### config.mk
export PLATFORM = sky130hd
export DESIGN_NAME = clock_trim
export DESIGN_NICKNAME = d
export VERILOG_FILES = /design/src/core/clock_trim_pkg.sv /design/src/core/clock_trim.sv
export SDC_FILE = /design/constraint.sdc
export NUM_CORES = 1
export LEC_CHECK = 0
export ABC_AREA = 1
export BUFFER_PORTS_ARGS = -buffer_cell sky130_fd_sc_hd__clkbuf_2
export CORE_MARGIN = 1.5
export CORE_UTILIZATION = 60
export CTS_CLUSTER_DIAMETER = 80
export DETAILED_ROUTE_END_ITERATION = 8
export HOLD_SLACK_MARGIN = 0.1
export PLACE_DENSITY = 0.85
export SYNTH_ARGS = -nofsm -noshare
export SYNTH_HDL_FRONTEND = slang
export SYNTH_SLANG_ARGS = --single-unit
### constraint.sdc
create_clock -name clk -period 2.73 [get_ports clk]
set_input_delay 0 -clock clk [delete_from_list [all_inputs] [get_ports clk]]
set_output_delay 0 -clock clk [all_outputs]
set_load 0.1 [all_outputs]
### src/core/clock_trim_pkg.sv
// package: register map, reset values and timing counts of the clock trim
package clock_trim_pkg;

	// register offsets as printed
	localparam logic [7:0]  SAMPLE_CLK_CFG_OFS  = 8'h4b;
	localparam logic [7:0]  TIMING_CLK_TRIM_OFS = 8'h4d;
	localparam logic [7:0]  CONV_CLK_SEL_OFS    = 8'h4e;

	// reset values, reserved fields included
	localparam logic [15:0] SAMPLE_CLK_CFG_RST  = 16'h2612;
	localparam logic [15:0] TIMING_CLK_TRIM_RST = 16'h425e;
	localparam logic [15:0] CONV_CLK_SEL_RST    = 16'h0060;
	localparam logic [15:0] UNMAPPED_RDATA      = 16'h0000;

	// field positions in sample_clock_config; the fast trim MSB is in the timing trim register
	localparam int          OSC_BYPASS_BIT      = 8;
	localparam int          SAMPLE_EN_BIT       = 7;
	localparam int          SLOW_TRIM_MSB       = 5;
	localparam int          FAST_TRIM_MSB       = 7;

	// trim meaning: slow is inverse, fast is direct
	localparam logic [5:0]  SLOW_TRIM_FASTEST   = 6'h00;
	localparam logic [5:0]  SLOW_TRIM_CENTRE    = 6'h22;
	localparam logic [5:0]  SLOW_TRIM_SLOWEST   = 6'h3f;
	localparam int          SLOW_STEP_HZ        = 600;
	localparam int          FAST_STEP_HZ        = 109_000;

	// converter clock codes
	localparam logic [15:0] CONV_SEL_1MHZ       = 16'h0040;
	localparam logic [15:0] CONV_SEL_500KHZ     = 16'h0060;

	// timing counts derived from the system clock
	localparam int          CLK_HZ              = 100_000_000;
	localparam int          CONV_FAST_HZ        = 1_000_000;
	localparam int          CONV_SLOW_HZ        = 500_000;
	localparam logic [7:0]  CONV_FAST_DIV       = 8'(CLK_HZ / CONV_FAST_HZ);
	localparam logic [7:0]  CONV_SLOW_DIV       = 8'(CLK_HZ / CONV_SLOW_HZ);

	// register port request
	typedef struct packed {
		logic        wr;
		logic        rd;
		logic [7:0]  addr;
		logic [15:0] wdata;
	} reg_req_t;

endpackage

### src/core/clock_trim.sv
// clock trim: sample clock source, oscillator trims, converter clock rate
module clock_trim
(
	input  wire logic                     clk,
	input  wire logic                     sys_rst,
	input  wire clock_trim_pkg::reg_req_t reg_req,
	output logic [15:0]                   reg_rdata,
	output logic                          reg_rvalid,
	input  wire logic                     slow_osc_tick,
	input  wire logic                     photo_sync_pin,
	input  wire logic                     integration_mode,
	output logic                          sample_tick,
	output logic                          sample_clock_running,
	output logic [5:0]                    slow_osc_trim,
	output logic [7:0]                    fast_osc_trim,
	output logic                          conv_tick,
	output logic                          conv_fast
);
	import clock_trim_pkg::*;

	logic [15:0] sample_cfg_q;
	logic [15:0] timing_trim_q;
	logic [15:0] conv_sel_q;
	logic [15:0] rdata_q;
	logic        rvalid_q;
	logic        sync_prev_q;
	logic [7:0]  div_q;
	logic [7:0]  div_d;

	// address decode
	wire         hit_sample = reg_req.addr == SAMPLE_CLK_CFG_OFS;
	wire         hit_timing = reg_req.addr == TIMING_CLK_TRIM_OFS;
	wire         hit_conv   = reg_req.addr == CONV_CLK_SEL_OFS;
	wire         wr_sample  = reg_req.wr && hit_sample;
	wire         wr_timing  = reg_req.wr && hit_timing;
	wire         wr_conv    = reg_req.wr && hit_conv;

	// read mux; unmapped offsets answer zero
	wire  [15:0] rdata_d    = hit_sample ? sample_cfg_q  :
	                          hit_timing ? timing_trim_q :
	                          hit_conv   ? conv_sel_q    : UNMAPPED_RDATA;

	// control fields
	wire         osc_bypass = sample_cfg_q[OSC_BYPASS_BIT];
	wire         sample_en  = sample_cfg_q[SAMPLE_EN_BIT];
	wire         sync_rise  = photo_sync_pin && !sync_prev_q;

	// register file; reserved bits are stored as written
	// config, trim and converter code storage
	always_ff @(posedge clk or posedge sys_rst) begin
		if (sys_rst) begin
			sample_cfg_q  <= SAMPLE_CLK_CFG_RST;
			timing_trim_q <= TIMING_CLK_TRIM_RST;
			conv_sel_q    <= CONV_CLK_SEL_RST;
		end else begin
			if (wr_sample)
				sample_cfg_q <= reg_req.wdata;
			if (wr_timing)
				timing_trim_q <= reg_req.wdata;
			// illegal codes are kept but run at the slow rate
			if (wr_conv)
				conv_sel_q <= reg_req.wdata;
		end
	end

	// read data is registered, one cycle after the strobe
	always_ff @(posedge clk or posedge sys_rst) begin
		if (sys_rst) begin
			rdata_q  <= 16'h0000;
			rvalid_q <= 1'b0;
		end else begin
			rvalid_q <= reg_req.rd;
			if (reg_req.rd)
				rdata_q <= rdata_d;
		end
	end

	assign reg_rdata  = rdata_q;
	assign reg_rvalid = rvalid_q;

	// edge memory for the external sample clock
	always_ff @(posedge clk or posedge sys_rst) begin
		if (sys_rst)
			sync_prev_q <= 1'b0;
		else
			sync_prev_q <= photo_sync_pin;
	end

	// sample clock source select and gate
	// source mux
	wire         src_tick   = osc_bypass ? sync_rise : slow_osc_tick;
	assign sample_tick          = sample_en && src_tick;
	assign sample_clock_running = sample_en;

	// trims go straight to the analog oscillators; the analog side does
	// the frequency law, so code order here must not be remapped
	// slow and fast trim drive
	assign slow_osc_trim = sample_cfg_q[SLOW_TRIM_MSB:0];
	assign fast_osc_trim = timing_trim_q[FAST_TRIM_MSB:0];

	// converter rate; outside integration mode the slow rate is used
	// rate choice
	assign conv_fast = integration_mode && (conv_sel_q == CONV_SEL_1MHZ);
	wire   [7:0] div_limit = conv_fast ? CONV_FAST_DIV : CONV_SLOW_DIV;
	// >= so a switch to the faster rate mid-count cannot overrun
	assign conv_tick = div_q >= (div_limit - 8'h01);
	assign div_d     = conv_tick ? 8'h00 : div_q + 8'h01;

	// converter clock enable divider
	// divider
	always_ff @(posedge clk or posedge sys_rst) begin
		if (sys_rst)
			div_q <= 8'h00;
		else
			div_q <= div_d;
	end

	// bypass path follows the pin edge
	// external source
	byp_src_a: assert property (@(posedge clk) disable iff (sys_rst)
		(sample_en && osc_bypass && photo_sync_pin && !sync_prev_q)
		|-> sample_tick)
		else $error("bypassed sample tick missing");

	// internal oscillator ignored while bypassed
	// bypass isolation
	byp_iso_a: assert property (@(posedge clk) disable iff (sys_rst)
		(osc_bypass && !sync_rise) |-> !sample_tick)
		else $error("internal tick leaked in bypass");

	// stopped clock gives no ticks
	// stop check
	clk_stop_a: assert property (@(posedge clk) disable iff (sys_rst)
		!sample_cfg_q[SAMPLE_EN_BIT] |-> !sample_tick)
		else $error("sample tick while disabled");

	// internal path passes osc ticks
	// internal source
	int_src_a: assert property (@(posedge clk) disable iff (sys_rst)
		(sample_en && !osc_bypass && slow_osc_tick) |-> sample_tick)
		else $error("internal sample tick missing");

	// slow trim write reaches the oscillator
	// slow trim write
	slow_trim_a: assert property (@(posedge clk) disable iff (sys_rst)
		(reg_req.wr && reg_req.addr == SAMPLE_CLK_CFG_OFS)
		|=> slow_osc_trim == $past(reg_req.wdata[5:0]))
		else $error("slow trim not updated");

	// fast trim write reaches the oscillator
	// fast trim write
	fast_trim_a: assert property (@(posedge clk) disable iff (sys_rst)
		(reg_req.wr && reg_req.addr == TIMING_CLK_TRIM_OFS)
		|=> fast_osc_trim == $past(reg_req.wdata[7:0]))
		else $error("fast trim not updated");

	// fast rate only in integration mode with the 1 MHz code
	// mode gate
	conv_mode_a: assert property (@(posedge clk) disable iff (sys_rst)
		conv_fast |-> (integration_mode && conv_sel_q == CONV_SEL_1MHZ))
		else $error("fast converter rate outside mode");

	// converter ticks are spaced by the divider
	// tick spacing
	conv_gap_a: assert property (@(posedge clk) disable iff (sys_rst)
		conv_tick |=> (!conv_tick)[*8] ##0 (div_q == 8'h07))
		else $error("converter ticks too close");

	// slow rate terminal count is 200 cycles
	// slow period
	conv_slow_a: assert property (@(posedge clk) disable iff (sys_rst)
		(conv_tick && !conv_fast) |-> div_q == (CONV_SLOW_DIV - 8'h01))
		else $error("slow converter period wrong");

	// reads of an unmapped offset answer zero
	// unmapped read
	unmap_rd_a: assert property (@(posedge clk) disable iff (sys_rst)
		(reg_req.rd && !hit_sample && !hit_timing && !hit_conv)
		|=> (reg_rvalid && reg_rdata == UNMAPPED_RDATA))
		else $error("unmapped read not zero");

	// read answers next cycle with the value before any same-cycle write
	// read data
	rd_data_a: assert property (@(posedge clk) disable iff (sys_rst)
		(reg_req.rd && hit_sample)
		|=> (reg_rvalid && reg_rdata == $past(sample_cfg_q)))
		else $error("config read data wrong");

	// no answer without a strobe the cycle before
	// single answer
	rd_once_a: assert property (@(posedge clk) disable iff (sys_rst)
		!reg_req.rd |=> !reg_rvalid)
		else $error("read answer without strobe");

	// steady fast rate ends each count at 100 cycles; the switch cycle may
	// end early because the count can already be past the new limit
	// fast period
	fast_per_a: assert property (@(posedge clk) disable iff (sys_rst)
		(conv_tick && conv_fast && $past(conv_fast))
		|-> div_q == (CONV_FAST_DIV - 8'h01))
		else $error("fast converter period wrong");

	// first edge after reset still shows the reset slow trim
	// slow reset
	rst_slow_a: assert property (@(posedge clk) disable iff (sys_rst)
		$past(sys_rst)
		|-> slow_osc_trim == SAMPLE_CLK_CFG_RST[SLOW_TRIM_MSB:0])
		else $error("slow trim reset value wrong");

	// first edge after reset still shows the reset fast trim
	// fast reset
	rst_fast_a: assert property (@(posedge clk) disable iff (sys_rst)
		$past(sys_rst)
		|-> fast_osc_trim == TIMING_CLK_TRIM_RST[FAST_TRIM_MSB:0])
		else $error("fast trim reset value wrong");

endmodule // clock_trim

== Word-level counts from Yosys, hierarchy flattened ==
Cells that the tools add are included.
Widths: inputs -> output; s select.

* Bits in registers: 74
* Output and inout bits: 35

* Magnitude comparators: 1
* Mux-type cells: 6
* Add/subtract/negate cells: 2
* Eq/ne operators: 4
* Reductions and logical operators: 7

{| class="wikitable"
|+ Operators with widths
! operator !! number
|-
| $mux 16 || 3
|-
| $eq 8x7->1 const B || 3
|-
| $eq 16x7->1 const B || 1
|-
| $mux 8 || 2
|-
| $add 8x1->8 const B || 1
|-
| $ge 8x8->1 || 1
|-
| $sub 8x1->8 const B || 1
|-
| $logic_and 1x1->1 || 6
|-
| $logic_not 1->1 || 1
|-
| $mux 1 || 1
|}

== Logic depth before layout (Yosys ltp) ==
Gate-level depths: netlist of the first run.

* Word-level depth: 6
* Mapped depth: 11
* Mapped depth without buffers: 11

== Worst setup path after synthesis of the first run ==
Ideal clock, no wire load.

* Kind: reg2reg
* From: reg conv_sel_q[6]
* To: reg div_q[5]
* Data required time: 2.638 ns
* Path buffers: 0
* Stages on the path, launching flop included: 11
* Setup slack: -0.289 ns
* Arrival time: 2.927 ns
* Cells stage by stage: dfstp_2 -> nand3b_1 -> nor3_1 -> nand3_1 -> inv_1 -> ha_1 -> nand2_1 -> inv_1 -> a21oi_1 -> nand2_1 -> nor2_1

* Longest elaborated chain between the ends: 6

{| class="wikitable"
|+ RTL lines
! what !! line !! text
|-
| start: declaration || clock_trim.sv:23 || <nowiki>logic [15:0] conv_sel_q;</nowiki>
|-
| start signal: assignment || clock_trim.sv:62 || <nowiki>conv_sel_q <= reg_req.wdata;</nowiki>
|-
| $eq 16x7->1 || clock_trim.sv:103 || <nowiki>assign conv_fast = integration_mode && (conv_sel_q == CONV_SEL_1MHZ);</nowiki>
|-
| $logic_and 1x1->1 || clock_trim.sv:103 ||
|-
| net conv_fast || clock_trim.sv:17 || <nowiki>output logic conv_fast</nowiki>
|-
| $mux 8 || clock_trim.sv:104 || <nowiki>wire [7:0] div_limit = conv_fast ? CONV_FAST_DIV : CONV_SLOW_DIV;</nowiki>
|-
| $sub 8x1->8 || clock_trim.sv:106 || <nowiki>assign conv_tick = div_q >= (div_limit - 8'h01);</nowiki>
|-
| $ge 8x8->1 || clock_trim.sv:106 ||
|-
| net conv_tick || clock_trim.sv:16 || <nowiki>output logic conv_tick,</nowiki>
|-
| $mux 8 || clock_trim.sv:107 || <nowiki>assign div_d = conv_tick ? 8'h00 : div_q + 8'h01;</nowiki>
|-
| net div_d[5] || clock_trim.sv:28 || <nowiki>logic [7:0] div_d;</nowiki>
|-
| end signal: assignment || clock_trim.sv:115 || <nowiki>div_q <= div_d;</nowiki>
|-
| end: declaration || clock_trim.sv:27 || <nowiki>logic [7:0] div_q;</nowiki>
|}

The timed path passes the listed nets, and every way through them passes these cells.
A chain may end at the register's enable or synchronous reset.

== Worst setup path in the final report of the first run ==
* From: reg conv_sel_q[5]
* To: out conv_tick

* Longest elaborated chain between the ends: 5

{| class="wikitable"
|+ RTL lines
! what !! line
|-
| $eq 16x7->1 || clock_trim.sv:103
|-
| $logic_and 1x1->1 || clock_trim.sv:103
|-
| $mux 8 || clock_trim.sv:104
|-
| $sub 8x1->8 || clock_trim.sv:106
|-
| $ge 8x8->1 || clock_trim.sv:106
|-
| end: declaration || clock_trim.sv:16
|}

Every way passes these cells.

==> flow_summary.yaml, run 1 <==
layout:
  drive_above_1_share: 0.2064
  stdcell_count: 608
  multiInputGateArea_mm2: 0.001393
  final_util: 0.7321
  finalInstanceArea_mm2: 0.004360
  num_antenna_cells: 0
  n_fill_cell: 483
  seq_area_mm2: 0.001869
  area_growth_pct: 17.14
  finalNetCount: 563
floorplanning:
  core_mm2: 0.005956
  die_w_um: 81.77
  initial_core_util: 0.6250
  die_height_um: 81.77
  die_area_mm2: 0.006686
  io_pins: 66
  rows: 28
place:
  portBuffers: 65
  dp_hpwl_um: 5392
  placed_cells: 573
  routabilityCongestion: 0.7874
  post_dp_cell_area_mm2: 0.003949
grt:
  grt_pass1_vias: 3096
  grt_use_met2: 0.4500
  grt_max_degree: 75
  overflow: 0
  met3_usage: 0.04333
  use_met1: 0.3520
  grt_first_pass_wirelength_um: 13780
  grt_busiest_layer: "met2"
  antenna_found_initial: 0
  grt_use_total: 0.2735
drt:
  route.vias.total: 3227
  first_pass_iters: 5
  drcViolationCount: 0
  wirelength_um: 8429
  avgRoutedWirePerCell_um: 13.86
  via_per_inst: 5.308
  drt_iter0_markers: 338
  ant_nets: 0
sta:
  hold_ws_ns: 0.2550
  rsz0062_at_grt: "no"
  fmax_ghz: 0.3881
  finalCritPeriodShare: 0.9438
  finalSetupViolCount: 0
  hold_violations: 0
  tightest_slew_ns: 0.7569
  min_period_ns: 2.577
  finClkSkew_ns: 0.009281
  tns_ns: 0
  slew_headroom: 0.4942
  slew_viol_final: 0
cts:
  cts.clk_slew.worst_paths_ns: 0.08
  cts_sinks: 74
  root_buffer: "clkbuf_8"
  cts_tree: "done"
  worstSkewPairLatency_ns: 0.35
  postCtsSetupBuffers: 0
  cts_buffer_depth: 2
  htree_levels: 3
  numCtsBuffers: 9
worst_setup_path:
  crit_required_ns: 2.73
  rrSetupSlack_ns: 0.64
  cp-end-kind: "output pin"
  worstPathArrival_ns: 2.58
  crit_path_cell_trace: "nor2_1, nand3b_1, nor3_1, nand3_1, clkinvlp_4, ha_1, nand2_1, inv_1, nand4_1, nand2_2, clkbuf_4"
  worst_path_dominant_cell_family: "simple AND/OR/NAND/NOR gates"
  crit_buf_inv: 3
  critPathLaunchType: "flop"
  crit_type: "reg2out"
  crit_slowest_cell: "dfstp_2"
  path_max_fanout: 9
  slowest_delay_ns: 0.55
  reg2reg_from: "conv_sel_q[5]"
  rr_worst_depth: 11
  r2r-end: "div_q[4]"
synthesis:
  synth.cell_area_mm2: 0.003722
  ys.flop_type: "dfrtp_1"
  synth-seq-cells: 74
  synth.avg_cell_area_um2: 7.971
  synth_edf_count: 0
  ys_top_cells_by_count: "nand2_1 (131), nand3_1 (68), inv_1 (62)"
  yosysMostFrequentCell: "nand2_1"
  synthArstFlopShare: 1.000
  synth_fp_nets: 502
  yosys_warnings: 0
  seq_area_frac_synth: 0.5022
  synth.distinct_cells: 27
  synthDominantCellAreaShare: 0.4034
  synthTopCellsByArea: "dfrtp_1 (40%), nand2_1 (13%), dfstp_2 (9.9%)"
  synthCells: 467
  synth_top_area_cell: "dfrtp_1"
run:
  cap_violations: 0
power:
  p_leak_uw: 0.002315
  ir_worst_vdd_v: 0.0003554
  powerDensity_mw_per_mm2: 550.0
run_status:
  status: "finished, final reports clean"
hold_path:
  min_path_type: "in2async"
==> flip-flops by register name, indices dropped and copies added (netlist names) <==
register / count
reg_rdata: 16
conv_sel_q: 16
sample_cfg_q: 16
timing_trim_q: 16
reg_rvalid: 1
sync_prev_q: 1
div_q: 8
==> per-layer routing <==
metal / share of wire / vias up / routed length [µm]
met3: 0.047 / 20 / 393
met4: 0.022 / 0 / 187
met1: 0.44 / 1514 / 3679
met5: 0 / - / 0
li1: - / 1582 / -
met2: 0.49 / 111 / 4168
==> worst max-delay path by stage <==
stage	startpoint	end	cells after the start	slack, ns
3_3_place_gp	conv_sel_q[6]	conv_tick	8	0.63
2_1_floorplan	conv_sel_q[5]	div_q[5]	11	0.11
3_5_place_dp	conv_sel_q[5]	conv_tick	11	0.49
5_1_grt	conv_sel_q[5]	conv_tick	11	0.03
6_report	conv_sel_q[5]	conv_tick	11	0.15
4_1_cts	conv_sel_q[5]	conv_tick	11	0.04
==> logic make-up after synthesis <==
group / after synthesis / synth area share
buf+inv: 99 / 0.1244
compound gates: 53 / 0.07193
xor+xnor: 3 / 0.007060
fa+ha+maj: 4 / 0.01345
simple gates: 234 / 0.2810
flops: 74 / 0.5022
==> through the flow <==
stage	power, µW	worst slack, ns
3_3_place_gp	1444	0.6260
6_report	2398	0.1534
4_1_cts	2403	0.03994
2_1_floorplan	1398	0.1074
5_1_grt	2479	0.02905
3_5_place_dp	1452	0.4919
==> placed cells by master (no fill, tap or decap), types with 2 or more instances in the layout <==
cell           Yosys  routed
a21oi_1            2       2
bufinv_16          0       2
clkbuf_2           0      64
clkbuf_8           0      10
clkinv_2           0       2
clkinvlp_4         0       2
dfrtp_1           60      60
dfstp_2           14      14
dlygate4sd3_1      0      19
ha_1               4       4
inv_1             62      60
inv_2              1       2
nand2_1          131     130
nand2_2            3       4
nand3_1           68      68
nand3_2            3       3
nand4_1            2       2
nor2_1            18      18
nor2_4             3       3
nor3_1             2       2
o21ai_0            2       2
o21ai_1           48      48
xnor2_1            2       2
==> timing repair <==
| item | 4_1_cts | 5_1_grt |
|---|---|---|
| hold buffers | 19 | 0 |
| setup endpoints to repair | 0 | 1 |
| hold endpoints to repair | 124 | 0 |
| gates resized for setup | 0 | 2 |
==> worst reg2reg max path, delay by kind of cell, from the launching register on <==
kind / cells / cell delay [ns]
adders and majority gates: 1 / 0.32
and+or+nand+nor: 7 / 0.72
AOI/OAI and AO/OA: 1 / 0.20
DFF: 1 / 0.55
buffers and inverters: 2 / 0.23
==> power by group <==
| group | leakage, µW | internal [µW] | switching [µW] | total [µW] |
|---|---|---|---|---|
| clock network | 0.000109 | 537 | 406 | 942 |
| logic | 0.00124 | 79.1 | 211 | 290 |
| registers | 0.000962 | 1140 | 26.0 | 1170 |
| total | 0.00232 | 1760 | 642 | 2400 |
==> final cells by class <==
type | instances | share of cell area
clock buffers | 11 | 0.03242
clock inverters | 5 | 0.01779
inverters | 63 | 0.05509
multi-input cells | 294 | 0.3194
flip-flops and latches | 74 | 0.4287
well taps | 75 | 0.02152
repair buffers | 86 | 0.1251
No activity file was read; power rests on OpenSTA's default activity.
==> run 2, diff against run 1 <==
Settings changed: CORE_UTILIZATION 60 to 56, PLACE_DENSITY 0.85 to 0.8.
Clock period 2.73 ns to 2.75 ns, I/O delays scaled along.
==> flow_summary.yaml, run 2 (synthesis results as in run 1) <==
grt:
  grt_use_total: 0.2549
  grt_max_degree: 39
  antenna_found_initial: 0
  grt_pass1_vias: 2996
  grt_first_pass_wirelength_um: 14330
  overflow: 0
worst_setup_path:
  critPathLaunchType: "flop"
  slowest_delay_ns: 0.56
  rr_worst_depth: 9
  path_max_fanout: 9
  cpMostUsedCell: "nand3_1"
  crit_type: "reg2out"
  crit_path_cell_trace: "nor2_1, nand3b_1, nor3_1, nand3_1, clkinvlp_4, ha_1, nand3_1, nand2_1, nand4_1, nand2_2, buf_2"
  worstPathArrival_ns: 2.56
  crit_slowest_cell: "dfstp_2"
  cp-end-kind: "output pin"
  crit_required_ns: 2.75
cts:
  worstSkewPairLatency_ns: 0.36
  cts_tree: "done"
  cts_buffer_depth: 2
  htree_levels: 3
  numCtsBuffers: 9
  cts_sinks: 74
  root_buffer: "clkbuf_8"
  cts.clk_slew.worst_paths_ns: 0.09
sta:
  slew_headroom: 0.4627
  slew_viol_final: 0
  finalCritPeriodShare: 0.9303
  tns_ns: 0
  min_period_ns: 2.558
  fmax_ghz: 0.3909
  hold_violations: 0
  finClkSkew_ns: 0.01592
  tightest_slew_ns: 0.8048
  timing.final.ws_setup_ns: 0.1917
  finalSetupViolCount: 0
  rsz0062_at_grt: "no"
drt:
  wirelength_um: 8329
  ant_nets: 0
  route.vias.total: 3201
  drcViolationCount: 0
  drt_iter0_markers: 223
  first_pass_iters: 5
  via_per_inst: 5.248
  avgRoutedWirePerCell_um: 13.65
hold_path:
  min_path_type: "in2reg"
  hold_path_depth: 7
layout:
  area_growth_pct: 17.58
  final_common_cell: "nand2_1"
  finalNetCount: 563
  mostFrequentLayoutCells: "nand2_1 (130), nand3_1 (68), clkbuf_2 (64)"
  num_antenna_cells: 0
  final_util: 0.6853
  drive_above_1_share: 0.2045
run_status:
  status: "finished, final reports clean"
power:
  p_leak_uw: 0.002324
  ir_worst_vdd_v: 0.0003504
  powerDensity_mw_per_mm2: 561.2
floorplanning:
  die_height_um: 84.53
  die_w_um: 84.53
  rows: 29
  initial_core_util: 0.5829
  die_area_mm2: 0.007145
  io_pins: 66
  core_mm2: 0.006386
place:
  pre_cts_ws_ns: 0.5822
  dp_hpwl_um: 5497
  portBuffers: 65
  routabilityCongestion: 0.8781
run:
  cap_violations: 0
==> run 2: worst max-delay path: cells and delay by family, from the launching register on <==
family        cells  cell delay [ns]
fa+ha+maj         1             0.28
simple gates      8             0.75
buf+inv           2             0.61
flops             1             0.56
==> run 2: worst paths after layout <==
| check | startpoint | to | slack (ns) |
|---|---|---|---|
| min in group asynchronous | sys_rst | sample_cfg_q[5] | 0.32 |
| max in group asynchronous | sys_rst | timing_trim_q[4] | 1.68 |
| max reg2reg | conv_sel_q[4] | div_q[5] | 0.73 |
| min reg2reg | sample_cfg_q[10] | sample_cfg_q[10] | 0.48 |
| max | conv_sel_q[5] | conv_tick | 0.19 |
| min | reg_req[19] | reg_rdata[10] | 0.26 |
==> run 2: routing by layer <==
layer  routed length (µm)  track usage
met2                 4057       0.4062
met4                  122      0.09531
met3                  537      0.05900
met1                 3612       0.3424
met5                    0            0
==> run 2: layout make-up <==
cell class | instances | area (µm²)
clock buffer | 11 | 131.4
clock inverter | 5 | 103.9
fill | 536 | 2009
inverter | 63 | 240.2
multi-input combinational | 294 | 1393
sequential | 74 | 1869
tap | 77 | 96.34
timing repair buffer | 86 | 543.0
==> run 2: repair_timing <==
item / CTS / global route
gates resized for setup: 0 / 1
hold buffers: 19 / 0
hold endpoints to repair: 79 / 0
buffers inserted: 0 / 0
setup endpoints to repair: 0 / 1
==> run 2: metrics by stage <==
step	cells	total power (µW)	hold slack [ns]	instance area, µm²
finish	610	2456	0.2569	4377
detailed placement	575	1442	0.1365	3951
floorplan	467	1387	0.03143	3729
CTS	610	2457	0.2556	4377
global route	610	2549	0.2925	4377
global placement	575	1435	0.1269	3951
==> run 2: report_power, final <==
part	total (µW)	internal [µW]	switching (µW)	leakage, µW
Sequential	1160	1130	25.9	0.000962
Clock	1010	604	408	0.000118
Combinational	287	78.2	208	0.00124
==> run 3, diff against run 2 <==
Settings changed: CORE_MARGIN 1.5 to 8.
==> flow_summary.yaml, run 3 (synthesis results as in run 1) <==
place:
  routabilityCongestion: 0.7970
  placed_cells: 575
  portBuffers: 65
  dp_hpwl_um: 5941
  pre_cts_ws_ns: 0.5657
grt:
  grt_first_pass_wirelength_um: 15520
  grt_pass1_vias: 3263
  grt_max_degree: 55
  antenna_found_initial: 2
  overflow: 0
  grt_use_total: 0.1974
cts:
  cts_tree: "done"
  numCtsBuffers: 9
  htree_levels: 3
  worstSkewPairLatency_ns: 0.35
  root_buffer: "clkbuf_8"
  cts_sinks: 74
  cts_buffer_depth: 2
  cts.clk_slew.worst_paths_ns: 0.08
sta:
  min_period_ns: 2.558
  finalSetupViolCount: 0
  slew_viol_final: 0
  tightest_slew_ns: 0.6718
  timing.final.ws_setup_ns: 0.1918
  slew_headroom: 0.5516
  finClkSkew_ns: 0.007845
  rsz0062_at_grt: "no"
  hold_violations: 0
  fmax_ghz: 0.3909
  finalCritPeriodShare: 0.9302
  tns_ns: 0
worst_setup_path:
  critPathLaunchType: "flop"
  cp-end-kind: "output pin"
  path_max_fanout: 9
  cpMostUsedCell: "nand3_1"
  crit_path_cell_trace: "nor2_1, nand3b_1, nor3_1, nand3_1, clkinvlp_4, ha_1, nand3_1, nand2_1, nand4_1, nand2_2, clkbuf_2"
  crit_type: "reg2out"
  crit_slowest_cell: "dfstp_2"
  rrSetupSlack_ns: 0.75
  worstPathArrival_ns: 2.56
  crit_required_ns: 2.75
  slowest_delay_ns: 0.55
drt:
  first_pass_iters: 4
  drcViolationCount: 0
  route.vias.total: 3158
  drt_iter0_markers: 199
  via_per_inst: 5.160
  avgRoutedWirePerCell_um: 14.71
  ant_nets: 0
  wirelength_um: 9003
layout:
  area_growth_pct: 18.55
  n_fill_cell: 525
  mostFrequentLayoutCells: "nand2_1 (130), nand3_1 (68), clkbuf_2 (65)"
  multiInputGateArea_mm2: 0.001393
  drive_above_1_share: 0.2064
  final_common_cell: "nand2_1"
  stdcell_count: 612
  finalNetCount: 563
  seq_area_mm2: 0.001869
  final_util: 0.6910
power:
  ir_worst_vdd_v: 0.0003888
  powerDensity_mw_per_mm2: 582.4
  p_leak_uw: 0.002339
  power_uw: 2570
floorplanning:
  initial_core_util: 0.5829
  die_height_um: 97.53
  io_pins: 66
  core_mm2: 0.006386
  die_w_um: 97.53
  die_area_mm2: 0.009512
  rows: 29
run_status:
  status: "finished, final reports clean"
hold_path:
  min_path_type: "in2async"
run:
  cap_violations: 0
-- run 3: worst paths after layout --
path                       depth (start not counted)              end     startpoint
setup / recovery                                  11        conv_tick  conv_sel_q[5]
hold / removal                                     3  sample_cfg_q[3]        sys_rst
setup reg to reg                                   8         div_q[5]  conv_sel_q[6]
hold reg to reg                                    2     reg_rdata[5]   reg_rdata[5]
max in group asynchronous                          4  sample_cfg_q[9]        sys_rst
min in group clk                                   7    reg_rdata[10]    reg_req[19]
-- run 3: layout make-up --
cell class	count	area share
timing repair buffer	86	0.1231
multi-input combinational	294	0.3156
tap	77	0.02183
antenna	2	0.001134
sequential	74	0.4236
clock buffer	11	0.03204
clock inverter	5	0.02835
inverter	63	0.05444
-- run 3: repair_timing --
| action | in CTS | in global routing |
|---|---|---|
| endpoints found under the hold margin | 116 | 0 |
| setup endpoints to repair | 0 | 0 |
| buffers inserted | 0 | 0 |
| gates resized for setup | 0 | 0 |
| hold buffers | 19 | 0 |
-- run 3: metal layers --
layer | up-vias | part of all wire | GRT usage
li1 | 1580 | - | -
met3 | 15 | 0.066 | 0.06188
met4 | 0 | 0.021 | 0.09441
met2 | 92 | 0.49 | 0.3166
met5 | - | 0 | 0
met1 | 1471 | 0.42 | 0.2343
-- run 3: where the power goes --
part | switching, µW | leakage [µW] | internal (µW)
Clock | 407 | 0.000134 | 719
Combinational | 209 | 0.00124 | 78.3
Sequential | 25.3 | 0.000962 | 1130
Total | 642 | 0.00234 | 1930
-- run 3: worst max-delay path, delay by kind of cell, from the launching register on --
family | cells | cell delay (ns)
adder cells (fa/ha/maj) | 1 | 0.29
flip-flops | 1 | 0.55
buffers and inverters | 2 | 0.64
AND/OR/NAND/NOR | 8 | 0.72
-- run 3: per-stage QoR --
step / hold WS, ns / cell area (µm²)
after floorplan: 0.03143 / 3729
after global placement: 0.01876 / 3951
after detailed placement: 0.02463 / 3951
after CTS: 0.2101 / 4408
after global routing: 0.2930 / 4413
final: 0.2213 / 4413
